`config.mk`:
```
export PLATFORM = sky130hd
export DESIGN_NAME = fsr_top
export DESIGN_NICKNAME = d
export VERILOG_FILES = /design/src/design/fsr_table.v /design/src/design/fsr_top.v
export VERILOG_INCLUDE_DIRS = /design/src /design/src/design
export SDC_FILE = /design/constraint.sdc
export NUM_CORES = 1
export LEC_CHECK = 0
export BUFFER_PORTS_ARGS = -buffer_cell sky130_fd_sc_hd__buf_2
export CAP_MARGIN = 0
export CORE_ASPECT_RATIO = 0.75
export CORE_MARGIN = 2
export CORE_UTILIZATION = 60
export DETAILED_ROUTE_END_ITERATION = 10
export PLACE_DENSITY = 0.8
export SLEW_MARGIN = 20
export SYNTH_ARGS = -nofsm -noshare
export SYNTH_HDL_FRONTEND = slang
export SYNTH_SLANG_ARGS = --single-unit
```
`constraint.sdc`:
```
create_clock -name clk -period 5.42 [get_ports clk]
set_input_delay 0.813 -clock clk [delete_from_list [all_inputs] [get_ports clk]]
set_output_delay 0.813 -clock clk [all_outputs]
set_load 0.005 [all_outputs]
```
`src/design/fsr_regs.vh`:
```
// Constants shared by the soft-reset and parameter-table command slice
// Function
// - Enable-reset frame, then separate reset frame
// - Accepted reset aborts work, returns to default
// - Reset clears every volatile status field; a volLoad in the same cycle wins
// - Reset takes 60us, commands ignored meanwhile
// - Parameter-read opcode returns table bytes
// - Revision and header count bytes fixed
// - Unused header bytes always read FFH
// - First header: id 00H, rev 1.0, 9 dwords
// - Standard table pointer is 000030H
// - Second header: rev 1.0, 3 dwords, 60H
// - Table byte 30H reads E5H
// - Table byte 31H reads 4 KB erase opcode
// - Byte 32H reads F1H, 33H FFH
// - 1-4-4 read: 4 wait, 2 mode, EBH
// - 1-1-4 read: 8 wait, no mode, 6BH
// - Table advertises soft reset needing enable first
`ifndef FSR_REGS_VH
`define FSR_REGS_VH

// Opcodes
`define FSR_OP_RST_EN   8'h66
`define FSR_OP_RST      8'h99
`define FSR_OP_PARAM_RD 8'h5a

// Frame field lengths in serial clocks
`define FSR_OPC_BITS   4'h8
`define FSR_ADDR_BITS  5'h18
`define FSR_DUMMY_BITS 4'h8

// Reset recovery time
`define FSR_TRST_NS  60000
`define FSR_CLK_NS   100
`define FSR_TRST_CYC ((`FSR_TRST_NS) / (`FSR_CLK_NS))

// Reset values of volatile state
`define FSR_WEL_RST   1'b0
`define FSR_SUS_RST   1'b0
`define FSR_PARAM_RST 8'h00
`define FSR_MODE_RST  8'h00
`define FSR_WRAP_RST  3'h0

// Table: identifier of second header (arbitrary value)
`define FSR_VND_ID    8'h5a
// Value read at unpopulated table offsets
`define FSR_FILL      8'hff

`endif

```
`src/design/fsr_table.v`:
```
// Read-only discoverable-parameter table lookup
`timescale 1ns/1ps
`include "fsr_regs.vh"
module fsr_table (
  input  wire [23:0] addr,   // Byte offset into the table
  output reg  [7:0]  data    // Byte at that offset
);
  // Byte lookup; everything not listed reads the fill value
  always @* begin
    data = `FSR_FILL;
    if (addr[23:8] == 16'h0000) begin
      case (addr[7:0])
        8'h00:   data = 8'h53;
        8'h01:   data = 8'h46;
        8'h02:   data = 8'h44;
        8'h03:   data = 8'h50;
        8'h04:   data = 8'h00;
        8'h05:   data = 8'h01;
        8'h06:   data = 8'h01;
        8'h07:   data = 8'hff;
        8'h08:   data = 8'h00;
        8'h09:   data = 8'h00;
        8'h0a:   data = 8'h01;
        8'h0b:   data = 8'h09;
        8'h0c:   data = 8'h30;
        8'h0d:   data = 8'h00;
        8'h0e:   data = 8'h00;
        8'h0f:   data = 8'hff;
        8'h10:   data = `FSR_VND_ID;
        8'h11:   data = 8'h00;
        8'h12:   data = 8'h01;
        8'h13:   data = 8'h03;
        8'h14:   data = 8'h60;
        8'h15:   data = 8'h00;
        8'h16:   data = 8'h00;
        8'h17:   data = 8'hff;
        8'h30:   data = 8'he5;
        8'h31:   data = 8'h20;
        8'h32:   data = 8'hf1;
        8'h33:   data = 8'hff;
        8'h34:   data = 8'hff; // Density low byte
        8'h35:   data = 8'hff; // Density
        8'h36:   data = 8'h7f; // Density
        8'h37:   data = 8'h00; // Density high byte
        8'h38:   data = 8'h44;
        8'h39:   data = 8'heb;
        8'h3a:   data = 8'h08;
        8'h3b:   data = 8'h6b;
        8'h64:   data = 8'h9e;
        8'h65:   data = 8'hf9;
        default: data = `FSR_FILL;
      endcase
    end
  end
endmodule

```
`src/design/fsr_top.v`:
```
// Soft-reset sequencer and parameter-read responder of the serial flash
`timescale 1ns/1ps
`include "fsr_regs.vh"
module fsr_top (
  input  wire       clk,          // Device clock, 10 MHz
  input  wire       arst_n,       // Asynchronous reset, active low
  input  wire       csN,          // Chip select pin, active low
  input  wire       sclk,         // Serial clock pin
  input  wire       mosi,         // Serial data in pin
  output reg        miso,         // Serial data out pin
  output reg        misoOe,       // Serial data out enable
  input  wire       volLoad,      // Load strobe for volatile fields
  input  wire       volWelIn,     // New write enable latch value
  input  wire       volSusIn,     // New suspend flag value
  input  wire [7:0] volParamIn,   // New read parameter field
  input  wire [7:0] volModeIn,    // New continuous read byte
  input  wire [2:0] volWrapIn,    // New wrap setting field
  output reg        writeEnableLatch,   // Volatile write enable
  output reg        suspendFlag,        // Volatile suspend state
  output reg  [7:0] readParamField,     // Volatile read parameters
  output reg  [7:0] continuousReadByte, // Volatile mode byte
  output reg  [2:0] wrapSettingField,   // Volatile wrap setting
  output reg        resetEnabled, // Reset enable pending
  output reg        resetBusy,    // Reset recovery in progress
  output reg        abortOp       // One-cycle abort of internal work
);
  // Frame states, one-hot
  localparam [4:0] ST_OPC   = 5'b0_0001;
  localparam [4:0] ST_ADDR  = 5'b0_0010;
  localparam [4:0] ST_DUMMY = 5'b0_0100;
  localparam [4:0] ST_DATA  = 5'b0_1000;
  localparam [4:0] ST_SKIP  = 5'b1_0000;
  localparam integer RST_CYC_I = `FSR_TRST_CYC;  // Recovery length
  localparam [9:0]   RST_CYC   = RST_CYC_I[9:0]; // Counter load value

  // Pin synchronisers
  reg        csS1_q;       // Chip select, first stage
  reg        csS2_q;       // Chip select, second stage
  reg        csS3_q;       // Chip select, edge history
  reg        sclkS1_q;     // Serial clock, first stage
  reg        sclkS2_q;     // Serial clock, second stage
  reg        sclkS3_q;     // Serial clock, edge history
  reg        mosiS1_q;     // Data in, first stage
  reg        mosiS2_q;     // Data in, second stage
  // Frame decode
  reg  [4:0] state_q;      // Frame state
  reg  [4:0] bitCnt_q;     // Bits within current field
  reg  [7:0] opcShift_q;   // Opcode shift register
  reg  [7:0] opcode_q;     // Completed opcode
  reg        opcValid_q;   // A full opcode arrived
  reg        extra_q;      // Clocks seen past the opcode
  reg [23:0] rdAddr_q;     // Table address, auto-increment
  // Output shifter
  reg  [7:0] outSh_q;      // Byte being shifted out
  reg  [2:0] outCnt_q;     // Bit position within byte
  // Reset recovery
  reg  [9:0] rstCnt_q;     // Cycles left in recovery
  // Two-entry buffer
  reg  [7:0] bufMem_q [0:1]; // Buffer storage
  reg        bufWr_q;      // Write index
  reg        bufRd_q;      // Read index
  reg  [1:0] bufCnt_q;     // Occupancy

  wire       csFall;       // Frame start
  wire       csRise;       // Frame end
  wire       sclkRise;     // Sampling edge
  wire       sclkFall;     // Shifting edge
  wire       inFrame;      // Chip select held low
  wire       singleOp;     // Frame was exactly one opcode
  wire       fireRst;      // Reset accepted this cycle
  wire [7:0] romData;      // Table byte at read address
  wire       bufInValid;   // Producer offers a byte
  wire       bufInReady;   // Buffer has room
  wire       bufOutValid;  // Buffer holds a byte
  wire       bufOutReady;  // Shifter takes a byte
  wire       bufPush;      // Byte written
  wire       bufPop;       // Byte read
  wire [7:0] bufHead;      // Oldest byte
  wire [1:0] bufCntInc;    // Occupancy plus one
  wire [1:0] bufCntDec;    // Occupancy minus one
  wire [7:0] nextByte;     // Byte handed to shifter

  // Edge detection uses only settled stages
  assign csFall   = csS3_q & ~csS2_q;
  assign csRise   = ~csS3_q & csS2_q;
  assign sclkRise = ~sclkS3_q & sclkS2_q;
  assign sclkFall = sclkS3_q & ~sclkS2_q;
  assign inFrame  = ~csS2_q & ~csS3_q;

  // One opcode alone in its frame counts as a reset step
  assign singleOp = opcValid_q & ~extra_q;
  assign fireRst  = csRise & ~resetBusy & singleOp &
                    (opcode_q == `FSR_OP_RST) & resetEnabled;

  // Synchronise all pins into the device clock
  always @(posedge clk or negedge arst_n) begin
    if (!arst_n) begin
      // Idle levels: deselected, clock low
      csS1_q   <= 1'b1;
      csS2_q   <= 1'b1;
      csS3_q   <= 1'b1;
      sclkS1_q <= 1'b0;
      sclkS2_q <= 1'b0;
      sclkS3_q <= 1'b0;
      mosiS1_q <= 1'b0;
      mosiS2_q <= 1'b0;
    end else begin
      // Two stages per pin, a third for edges
      csS1_q   <= csN;
      csS2_q   <= csS1_q;
      csS3_q   <= csS2_q;
      sclkS1_q <= sclk;
      sclkS2_q <= sclkS1_q;
      sclkS3_q <= sclkS2_q;
      mosiS1_q <= mosi;
      mosiS2_q <= mosiS1_q;
    end
  end

  // Frame state machine: opcode, address, dummy, data
  always @(posedge clk or negedge arst_n) begin
    if (!arst_n) begin
      state_q    <= ST_OPC;
      bitCnt_q   <= 5'h00;
      opcShift_q <= 8'h00;
      opcode_q   <= 8'h00;
      opcValid_q <= 1'b0;
      extra_q    <= 1'b0;
    end else if (csFall) begin
      // New frame; during recovery the frame is dropped
      bitCnt_q   <= 5'h00;
      opcValid_q <= 1'b0;
      extra_q    <= 1'b0;
      state_q    <= resetBusy ? ST_SKIP : ST_OPC;
    end else if (csRise) begin
      // Frame over, wait for the next one
      state_q    <= ST_OPC;
      bitCnt_q   <= 5'h00;
    end else if (inFrame && sclkRise) begin
      case (state_q)
        ST_OPC: begin
          // Opcode bits, most significant first
          opcShift_q <= {opcShift_q[6:0], mosiS2_q};
          bitCnt_q   <= bitCnt_q + 5'h01;
          if (bitCnt_q == {1'b0, `FSR_OPC_BITS} - 5'h01) begin
            opcode_q   <= {opcShift_q[6:0], mosiS2_q};
            opcValid_q <= 1'b1;
            bitCnt_q   <= 5'h00;
            // Parameter read continues with an address
            if ({opcShift_q[6:0], mosiS2_q} == `FSR_OP_PARAM_RD) begin
              state_q <= ST_ADDR;
            end else begin
              state_q <= ST_SKIP;
            end
          end
        end
        ST_ADDR: begin
          // Address bits land in the table address
          bitCnt_q <= bitCnt_q + 5'h01;
          if (bitCnt_q == `FSR_ADDR_BITS - 5'h01) begin
            bitCnt_q <= 5'h00;
            state_q  <= ST_DUMMY;
          end
        end
        ST_DUMMY: begin
          // Dummy clocks, nothing sampled
          bitCnt_q <= bitCnt_q + 5'h01;
          if (bitCnt_q == {1'b0, `FSR_DUMMY_BITS} - 5'h01) begin
            bitCnt_q <= 5'h00;
            state_q  <= ST_DATA;
          end
        end
        ST_DATA: begin
          // Bytes streaming; frame counts as long
          extra_q <= 1'b1;
        end
        ST_SKIP: begin
          // Any clock past the opcode marks a longer frame
          extra_q <= 1'b1;
        end
        default: begin
          // Illegal code, resynchronise
          state_q <= ST_OPC;
        end
      endcase
    end
  end

  // Reset enable latch; any other full command drops it
  always @(posedge clk or negedge arst_n) begin
    if (!arst_n) begin
      resetEnabled <= 1'b0;
    end else if (csRise && !resetBusy && opcValid_q) begin
      if (singleOp && opcode_q == `FSR_OP_RST_EN) begin
        resetEnabled <= 1'b1;
      end else begin
        resetEnabled <= 1'b0;
      end
    end
  end

  // Recovery timer and abort pulse after an accepted reset
  always @(posedge clk or negedge arst_n) begin
    if (!arst_n) begin
      rstCnt_q  <= 10'h000;
      resetBusy <= 1'b0;
      abortOp   <= 1'b0;
    end else begin
      abortOp <= fireRst;
      if (fireRst) begin
        rstCnt_q  <= RST_CYC;
        resetBusy <= 1'b1;
      end else if (resetBusy) begin
        // Count down; busy ends with the last cycle
        rstCnt_q <= rstCnt_q - 10'h001;
        if (rstCnt_q == 10'h001) begin
          resetBusy <= 1'b0;
        end
      end
    end
  end

  // Volatile state; a load in the reset cycle wins
  always @(posedge clk or negedge arst_n) begin
    if (!arst_n) begin
      writeEnableLatch   <= `FSR_WEL_RST;
      suspendFlag        <= `FSR_SUS_RST;
      readParamField     <= `FSR_PARAM_RST;
      continuousReadByte <= `FSR_MODE_RST;
      wrapSettingField   <= `FSR_WRAP_RST;
    end else if (volLoad) begin
      writeEnableLatch   <= volWelIn;
      suspendFlag        <= volSusIn;
      readParamField     <= volParamIn;
      continuousReadByte <= volModeIn;
      wrapSettingField   <= volWrapIn;
    end else if (fireRst) begin
      writeEnableLatch   <= `FSR_WEL_RST;
      suspendFlag        <= `FSR_SUS_RST;
      readParamField     <= `FSR_PARAM_RST;
      continuousReadByte <= `FSR_MODE_RST;
      wrapSettingField   <= `FSR_WRAP_RST;
    end
  end

  // Table address: shifted in, then stepped per fetched byte
  always @(posedge clk or negedge arst_n) begin
    if (!arst_n) begin
      rdAddr_q <= 24'h00_0000;
    end else if (inFrame && sclkRise && state_q == ST_ADDR) begin
      rdAddr_q <= {rdAddr_q[22:0], mosiS2_q};
    end else if (bufPush) begin
      // One step per byte taken by the buffer
      rdAddr_q <= rdAddr_q + 24'h00_0001;
    end
  end

  // Table lookup
  fsr_table u_table (
    .addr (rdAddr_q),
    .data (romData)
  );

  // Producer fills the buffer only while data is streaming
  assign bufInValid  = inFrame & (state_q == ST_DATA);
  assign bufInReady  = (bufCnt_q != 2'h2);
  assign bufPush     = bufInValid & bufInReady;
  assign bufOutValid = (bufCnt_q != 2'h0);
  assign bufOutReady = inFrame & sclkFall & (state_q == ST_DATA) &
                       (outCnt_q == 3'h0);
  assign bufPop      = bufOutValid & bufOutReady;
  assign bufHead     = bufMem_q[bufRd_q];
  assign bufCntInc   = bufCnt_q + 2'h1;
  assign bufCntDec   = bufCnt_q - 2'h1;
  assign nextByte    = bufOutValid ? bufHead : `FSR_FILL;

  // Buffer entries, one writer each
  genvar gi;
  generate
    for (gi = 0; gi < 2; gi = gi + 1) begin : g_buf
      always @(posedge clk or negedge arst_n) begin
        if (!arst_n) begin
          bufMem_q[gi] <= 8'h00;
        end else if (bufPush && (bufWr_q == (gi == 1))) begin
          // Entry picked by the write index
          bufMem_q[gi] <= romData;
        end
      end
    end
  endgenerate

  // Buffer indices; emptied at every frame end
  always @(posedge clk or negedge arst_n) begin
    if (!arst_n) begin
      bufWr_q  <= 1'b0;
      bufRd_q  <= 1'b0;
      bufCnt_q <= 2'h0;
    end else if (!inFrame) begin
      // Deselected: drop any prefetched bytes
      bufWr_q  <= 1'b0;
      bufRd_q  <= 1'b0;
      bufCnt_q <= 2'h0;
    end else begin
      if (bufPush) begin
        bufWr_q <= ~bufWr_q;
      end
      if (bufPop) begin
        bufRd_q <= ~bufRd_q;
      end
      if (bufPush && !bufPop) begin
        bufCnt_q <= bufCntInc;
      end else if (bufPop && !bufPush) begin
        bufCnt_q <= bufCntDec;
      end
    end
  end

  // Output shifter, most significant bit first on falling edge
  always @(posedge clk or negedge arst_n) begin
    if (!arst_n) begin
      outSh_q  <= 8'h00;
      outCnt_q <= 3'h0;
      miso     <= 1'b0;
      misoOe   <= 1'b0;
    end else if (!inFrame || state_q != ST_DATA) begin
      // Not streaming: release the data line
      outCnt_q <= 3'h0;
      misoOe   <= 1'b0;
      miso     <= 1'b0;
    end else if (sclkFall) begin
      misoOe   <= 1'b1;
      outCnt_q <= outCnt_q + 3'h1;
      if (outCnt_q == 3'h0) begin
        // Start of byte: take the next table byte
        outSh_q <= {nextByte[6:0], 1'b1};
        miso    <= nextByte[7];
      end else begin
        // Later bits: shift the held byte
        outSh_q <= {outSh_q[6:0], 1'b1};
        miso    <= outSh_q[7];
      end
    end
  end
endmodule

```
==> flow_metrics.py, run 1 <==
metrics = {
    "drt": {
        "ant_nets": 0,
        "vias_per_cell": 6.016,
        "drt-total-wl_um": 14540,
        "firstDrtPassIters": 5,
        "vias": 5246,
        "routedWlPerCell_um": 16.68,
        "drt_first_iter_violations": 473,
        "drc_errors": 0,
    },
    "power": {
        "power_frac_seq_pct": 41.7,
        "p_leak_nw": 3.521,
        "share_comb_of_total_power_pct": 6.9,
        "power.share.clock_pct": 51.4,
        "swShare_pct": 22.89,
        "p_int_mw": 1.882,
        "net-switching-power_uw": 558.6,
        "ir_worst_vdd_mv": 0.2414,
        "power.density_mw_per_mm2": 323.2,
    },
    "setup_path": {
        "worstPathArrival_ps": 2840,
        "crit_fanout": 16,
        "crit_required_ps": 5680,
        "worstSetupEndpointType": "register",
        "startpoint_type": "register",
        "criticalPathCategory": "reg2reg",
    },
    "clock_network": {
        "path_clk_slew_ps": 60,
        "post-cts-setup-buffer-count": 0,
        "cts_tree": "built",
        "clock_latency_ps": 410,
        "root_buffer": "clkbuf_16",
        "ctsResizeCount": 0,
        "postCtsHoldBufs": 0,
        "clock_sinks": 126,
        "clockBufferDepth": 2,
        "cts-buffers-inserted": 17,
        "cts_max_level": 4,
    },
    "timing": {
        "setup_tns_ps": 0,
        "hold_viol": 0,
        "finalCritPeriodShare_pct": 47.66,
        "slew_viol_final": 0,
        "setup_viol": 0,
        "relSlewSlack_pct": 42.95,
        "holdWs_ps": 351.4,
        "rsz0062_at_grt": "no",
        "post-route-min-period_ps": 2583,
        "worst_pin_slew_ps": 849.3,
        "fmax_mhz": 387.1,
        "fin_worst_skew_ps": 9.942,
    },
    "synthesis": {
        "synth.avg_cell_area_sq_um": 9.738,
        "synth_area_sq_mm": 0.006593,
        "synthDistinctLibCells": 78,
        "synth_edf_count": 0,
        "ys_warn_count": 0,
        "async_flop_share_pct": 100.0,
        "netlist_instances": 677,
        "seq_area_frac_synth_pct": 47.90,
        "yosys_most_used_dff": "dfrtp_1",
        "synth_nets": 720,
        "ys_seq_elements": 126,
    },
    "final_layout": {
        "design_area_sq_mm": 0.007551,
        "antenna-diode-count": 0,
        "layout_common_cells": "dfrtp_1, nand2_1, o21ai_0, nor2_1, buf_2",
        "layout.nets": 762,
        "synthToLayoutAreaGrowth_pct": 14.54,
        "layout-drive-gt1-share_pct": 19.40,
        "layout_commonest_cell": "dfrtp_1",
    },
    "outcome": {
        "status": "complete, no violations",
    },
    "floorplan": {
        "core_area_sq_mm": 0.01082,
        "die_width_um": 125.0,
        "die_h_um": 94.78,
        "ios": 53,
        "initial_utilization_pct": 60.94,
        "dieArea_sq_mm": 0.01185,
        "rows": 33,
    },
    "placed_design": {
        "placedInstanceArea_sq_mm": 0.006894,
        "placement.io_buffers": 52,
        "dp_hpwl_um": 9755,
        "gp_congestion": 0.9252,
    },
    "global_routing": {
        "grt_pass1_vias": 4881,
        "antenna_found_initial": 0,
        "grt_max_degree": 70,
        "overflow": 0,
        "grt_pass1_wl_um": 24240,
        "grt_use_total_pct": 25.09,
    },
    "worst_hold_path": {
        "hold_path_class": "reg2reg",
    },
    "run": {
        "maxCapViolations": 0,
    },
}
==> cell usage after synthesis (all sizes together) (4+ instances only) <==
cell type  number  area (sq um)
nand2         103         386.6
nor2b           9         56.30
nand4          16         100.1
o311ai          4         35.04
o21ai          61         305.3
dfstp           4         105.1
and3            6         37.54
mux2           38         427.9
dfrtp         122          3053
nor3           16         80.08
a21oi          35         178.9
inv            15         56.30
ha             16         200.2
clkbuf         15         56.30
mux2i           9         90.09
buf            16         95.09
a211oi          7         62.56
nor2           54         207.7
or3             4         25.02
nand3          13         70.07
xor2            7         61.31
o22ai           7         43.79
xnor2           9         78.83
nor4           11         96.34
nand2b          9         56.30
nand3b          4         30.03
==> power groups by stage <==
stage	clock network, mW	logic [mW]	registers, mW
global route	1.31	0.188	1.02
global placement	0	0.161	1.03
finish	1.25	0.169	1.02
CTS	1.27	0.170	1.02
detailed placement	0	0.171	1.03
floorplan	0	0.117	1.02
==> worst max-delay path, cell delays in order (launching register included) <==
cell and delay [ps]:
dfstp_2 380, inv_1 70, ha_1 270, nand3b_1 230
nor4_4 810, nor2_1 260, o21ai_0 230, o311ai_0 170
==> stage by stage <==
| stage | util [%] | power (mW) | cells | setup WS (ps) |
|---|---|---|---|---|
| global placement | 63.73 | 1.192 | 840 | 2974 |
| floorplan | - | 1.137 | 677 | 3311 |
| CTS | 69.80 | 2.455 | 872 | 2817 |
| global route | 69.80 | 2.524 | 872 | 2589 |
| detailed placement | 63.73 | 1.204 | 840 | 2859 |
| finish | 69.80 | 2.441 | 872 | 2837 |
==> per-layer routing <==
metal / wire length (um) / global-route usage [%] / up-vias
met1: 6904 / 37.06 / 2534
met5: 0 / 0 / -
met4: 124 / 6.944 / 0
li1: - / - / 2529
met3: 883 / 6.289 / 11
met2: 6628 / 37.00 / 172
==> state kept, by name, summed over array words and instances, names as in the netlist, 2 cells and up <==
name,cells
bitCnt_q,5
bufCnt_q,2
outSh_q,8
continuousReadByte,8
opcShift_q,7
wrapSettingField,3
opcode_q,8
rdAddr_q,24
rstCnt_q,10
readParamField,8
outCnt_q,3
state_q,5
bufMem_q,16
==> final cells by class <==
cell class              count  area, sq um
clock buffers              19        442.9
clock inverters            13        214.0
fillers                   788         3267
inverters                  15        56.30
multi-input cells         505         3227
flip-flops and latches    126         3158
well taps                 140        175.2
repair buffers             54        277.8
==> logic make-up after synthesis <==
group                    synth area share (%)
AO/OA/AOI/OAI                           14.99
buffers and inverters                   3.150
XOR/XNOR                                2.126
flip-flops                              47.90
adder cells (fa/ha/maj)                 3.037
multiplexers                            7.857
AND/OR/NAND/NOR                         20.93
==> worst paths after layout <==
check / start / end / slack (ps) / cells after the start
max: csS2_q$_DFF_PN1_ / rdAddr_q[11]$_DFFE_PN0P_ / 2840 / 7
min: mosiS1_q$_DFF_PN0_ / mosiS2_q$_DFF_PN0_ / 350 / 0
max reg2reg: csS2_q$_DFF_PN1_ / rdAddr_q[11]$_DFFE_PN0P_ / 2840 / 7
min reg2reg: mosiS1_q$_DFF_PN0_ / mosiS2_q$_DFF_PN0_ / 350 / 0
max in group asynchronous: arst_n / bufCnt_q[0]$_DFFE_PN0P_ / 3610 / 2
min in group asynchronous: arst_n / outSh_q[2]$_DFFE_PN0P_ / 450 / 1
Note: power is estimated with default switching activity, not from simulation.
==> run 2: changes to the inputs <==
--- a/config.mk
+++ b/config.mk
@@ -6,13 +6,14 @@
 export SDC_FILE = /design/constraint.sdc
 export NUM_CORES = 1
 export LEC_CHECK = 0
+export ABC_AREA = 1
 export BUFFER_PORTS_ARGS = -buffer_cell sky130_fd_sc_hd__buf_2
 export CAP_MARGIN = 0
 export CORE_ASPECT_RATIO = 0.75
 export CORE_MARGIN = 2
-export CORE_UTILIZATION = 60
+export CORE_UTILIZATION = 55
 export DETAILED_ROUTE_END_ITERATION = 10
-export PLACE_DENSITY = 0.8
+export PLACE_DENSITY = 0.77
 export SLEW_MARGIN = 20
 export SYNTH_ARGS = -nofsm -noshare
 export SYNTH_HDL_FRONTEND = slang
==> constraint.sdc (replaced) <==
create_clock -name clk -period 2.3 [get_ports clk]
set_input_delay 0.345 -clock clk [delete_from_list [all_inputs] [get_ports clk]]
set_output_delay 0.345 -clock clk [all_outputs]
set_load 0.005 [all_outputs]
==> flow_metrics.py, run 2 <==
metrics = {
    "synthesis": {
        "ys_warn_count": 0,
        "seq_area_frac_synth_pct": 44.75,
        "netlist_instances": 949,
        "synth_edf_count": 0,
        "synthDistinctLibCells": 40,
        "synth_nets": 992,
        "synth_area_sq_mm": 0.007057,
        "yosysTopAreaCell": "dfrtp_1",
        "yosys-top-cells-area": "dfrtp_1, nand2_1, nor2_1, nand3_1, inv_1",
        "synthTopCellsByCount": "nand2_1, dfrtp_1, nor2_1",
        "synth_top_area_share_pct": 43.26,
        "synth_most_common_cell": "nand2_1",
        "yosys_most_used_dff": "dfrtp_1",
        "async_flop_share_pct": 100.0,
        "ys_seq_elements": 126,
        "synth.avg_cell_area_sq_um": 7.436,
    },
    "setup_path": {
        "crit_required_ps": 2660,
        "cp-startpoint": "csS2_q$_DFF_PN1_",
        "r2r-start": "csS2_q$_DFF_PN1_",
        "worstPathArrival_ps": 2370,
        "startpoint_type": "register",
        "criticalPathCategory": "reg2reg",
        "worstSetupEndpointType": "register",
        "crit_fanout": 14,
    },
    "global_routing": {
        "grt_max_degree": 42,
        "grt_use_total_pct": 25.52,
        "overflow": 0,
        "grt_pass1_wl_um": 27990,
        "antenna_found_initial": 0,
        "grt_pass1_vias": 5872,
    },
    "power": {
        "p_leak_nw": 4.107,
        "ir_worst_vdd_mv": 0.5043,
        "power.density_mw_per_mm2": 686.2,
    },
    "drt": {
        "drt_first_iter_violations": 601,
        "drc_errors": 0,
        "vias": 6334,
        "firstDrtPassIters": 5,
        "ant_nets": 0,
        "vias_per_cell": 5.314,
        "routedWlPerCell_um": 13.91,
        "drt-total-wl_um": 16580,
    },
    "timing": {
        "setup_viol": 0,
        "hold_viol": 0,
        "setup_tns_ps": 0,
        "fmax_mhz": 497.2,
        "fin_ws_ps": 288.7,
        "fin_worst_skew_ps": 8.101,
        "finalCritPeriodShare_pct": 87.45,
        "holdWs_ps": 31.42,
        "worst_pin_slew_ps": 632.4,
        "slew_viol_final": 0,
        "rsz0062_at_grt": "no",
        "relSlewSlack_pct": 57.79,
        "post-route-min-period_ps": 2011,
    },
    "clock_network": {
        "clockBufferDepth": 2,
        "clock_sinks": 126,
        "ctsResizeCount": 0,
        "post-cts-setup-buffer-count": 0,
        "path_clk_slew_ps": 60,
        "root_buffer": "clkbuf_16",
        "cts_max_level": 4,
        "clock_latency_ps": 410,
        "cts-buffers-inserted": 17,
        "cts_tree": "built",
    },
    "floorplan": {
        "ios": 53,
        "die_h_um": 102.1,
        "rows": 35,
        "dieArea_sq_mm": 0.01376,
        "initial_utilization_pct": 56.94,
        "die_width_um": 134.8,
        "core_area_sq_mm": 0.01239,
    },
    "final_layout": {
        "layout_commonest_cell": "nand2_1",
        "antenna-diode-count": 0,
        "largest_reg_flops": 24,
        "layout_common_cells": "nand2_1, dfrtp_1, nor2_1, nand3_1, inv_1",
        "layout.nets": 1056,
        "synthToLayoutAreaGrowth_pct": 14.93,
        "largest_register": "rdAddr_q",
        "stdcell_count": 1192,
        "top_regs": "rdAddr_q (24), bufMem_q (16), rstCnt_q (10)",
        "layout-drive-gt1-share_pct": 16.08,
    },
    "worst_hold_path": {
        "hold_path_class": "in2reg",
        "worstHoldStart": "csN",
    },
    "placed_design": {
        "dp.cells": 1159,
        "dp_hpwl_um": 11750,
        "gp_congestion": 0.9545,
        "placement.io_buffers": 52,
        "pre_cts_ws_ps": 329.4,
    },
    "run": {
        "maxCapViolations": 0,
    },
    "outcome": {
        "status": "complete, no violations",
    },
}
-- run 2: worst paths after layout --
path,to,cells after the start,slack (ps)
worst max register to register,rdAddr_q[16]$_DFFE_PN0P_,11,290
worst min-delay path,csS1_q$_DFF_PN1_,1,30
worst max-delay path,rdAddr_q[16]$_DFFE_PN0P_,11,290
min in group asynchronous,rdAddr_q[19]$_DFFE_PN0P_,2,400
max in group asynchronous,csS1_q$_DFF_PN1_,3,1260
worst min register to register,sclkS2_q$_DFF_PN0_,0,350
-- run 2: timing repair --
action	in CTS	in global routing
endpoints found under the setup margin	0	0
hold buffers	1	0
hold endpoints to repair	22	0
-- run 2: layout make-up --
type	count	area [sq um]
timing repair buffer	66	395.4
fill	1047	4283
clock buffer	17	425.4
inverter	90	337.8
tap	166	207.7
multi-input combinational	712	3432
sequential	126	3158
clock inverter	15	153.9
-- run 2: kinds of logic after synthesis --
logic type / share of synthesized area, %
simple gates: 35.16
compound gates: 9.149
xor+xnor: 1.489
flops: 44.75
buf+inv: 6.613
fa+ha+maj: 2.837
-- run 2: per-layer routing --
| layer | track usage (%) | share of wire (%) | routed length (um) | up-vias |
|---|---|---|---|---|
| li1 | - | - | - | 3148 |
| met4 | 8.016 | 1.7 | 278 | 0 |
| met3 | 5.655 | 6.5 | 1083 | 25 |
| met5 | 0 | 0 | 0 | - |
| met2 | 37.52 | 43 | 7058 | 208 |
| met1 | 37.80 | 49 | 8160 | 2953 |
-- run 2: through the flow --
| stage | area, sq um | power, mW | utilization, % |
|---|---|---|---|
| 2_1_floorplan | 7057 | 2.780 | - |
| 3_3_place_gp | 7521 | 2.968 | 60.69 |
| 3_5_place_dp | 7521 | 2.984 | 60.69 |
| 4_1_cts | 8110 | 5.606 | 65.44 |
| 5_1_grt | 8110 | 5.808 | 65.44 |
| 6_report | 8110 | 5.565 | 65.44 |
-- run 2: power breakdown --
| part | leakage (nW) | internal, mW | switching, mW |
|---|---|---|---|
| Clock | 0.281 | 1.52 | 1.09 |
| Combinational | 2.13 | 0.188 | 0.365 |
| Sequential | 1.69 | 2.32 | 0.0754 |
| Total | 4.11 | 4.03 | 1.53 |
-- run 2: worst max-delay path: stages, from the launching register on --
cell	delay (ps)
dfstp_2	540
inv_1	60
ha_1	290
nand3_1	230
inv_1	100
nand2_2	140
nand2_4	60
inv_2	300
nand2_1	90
nand2_1	70
inv_1	30
nand2_1	40
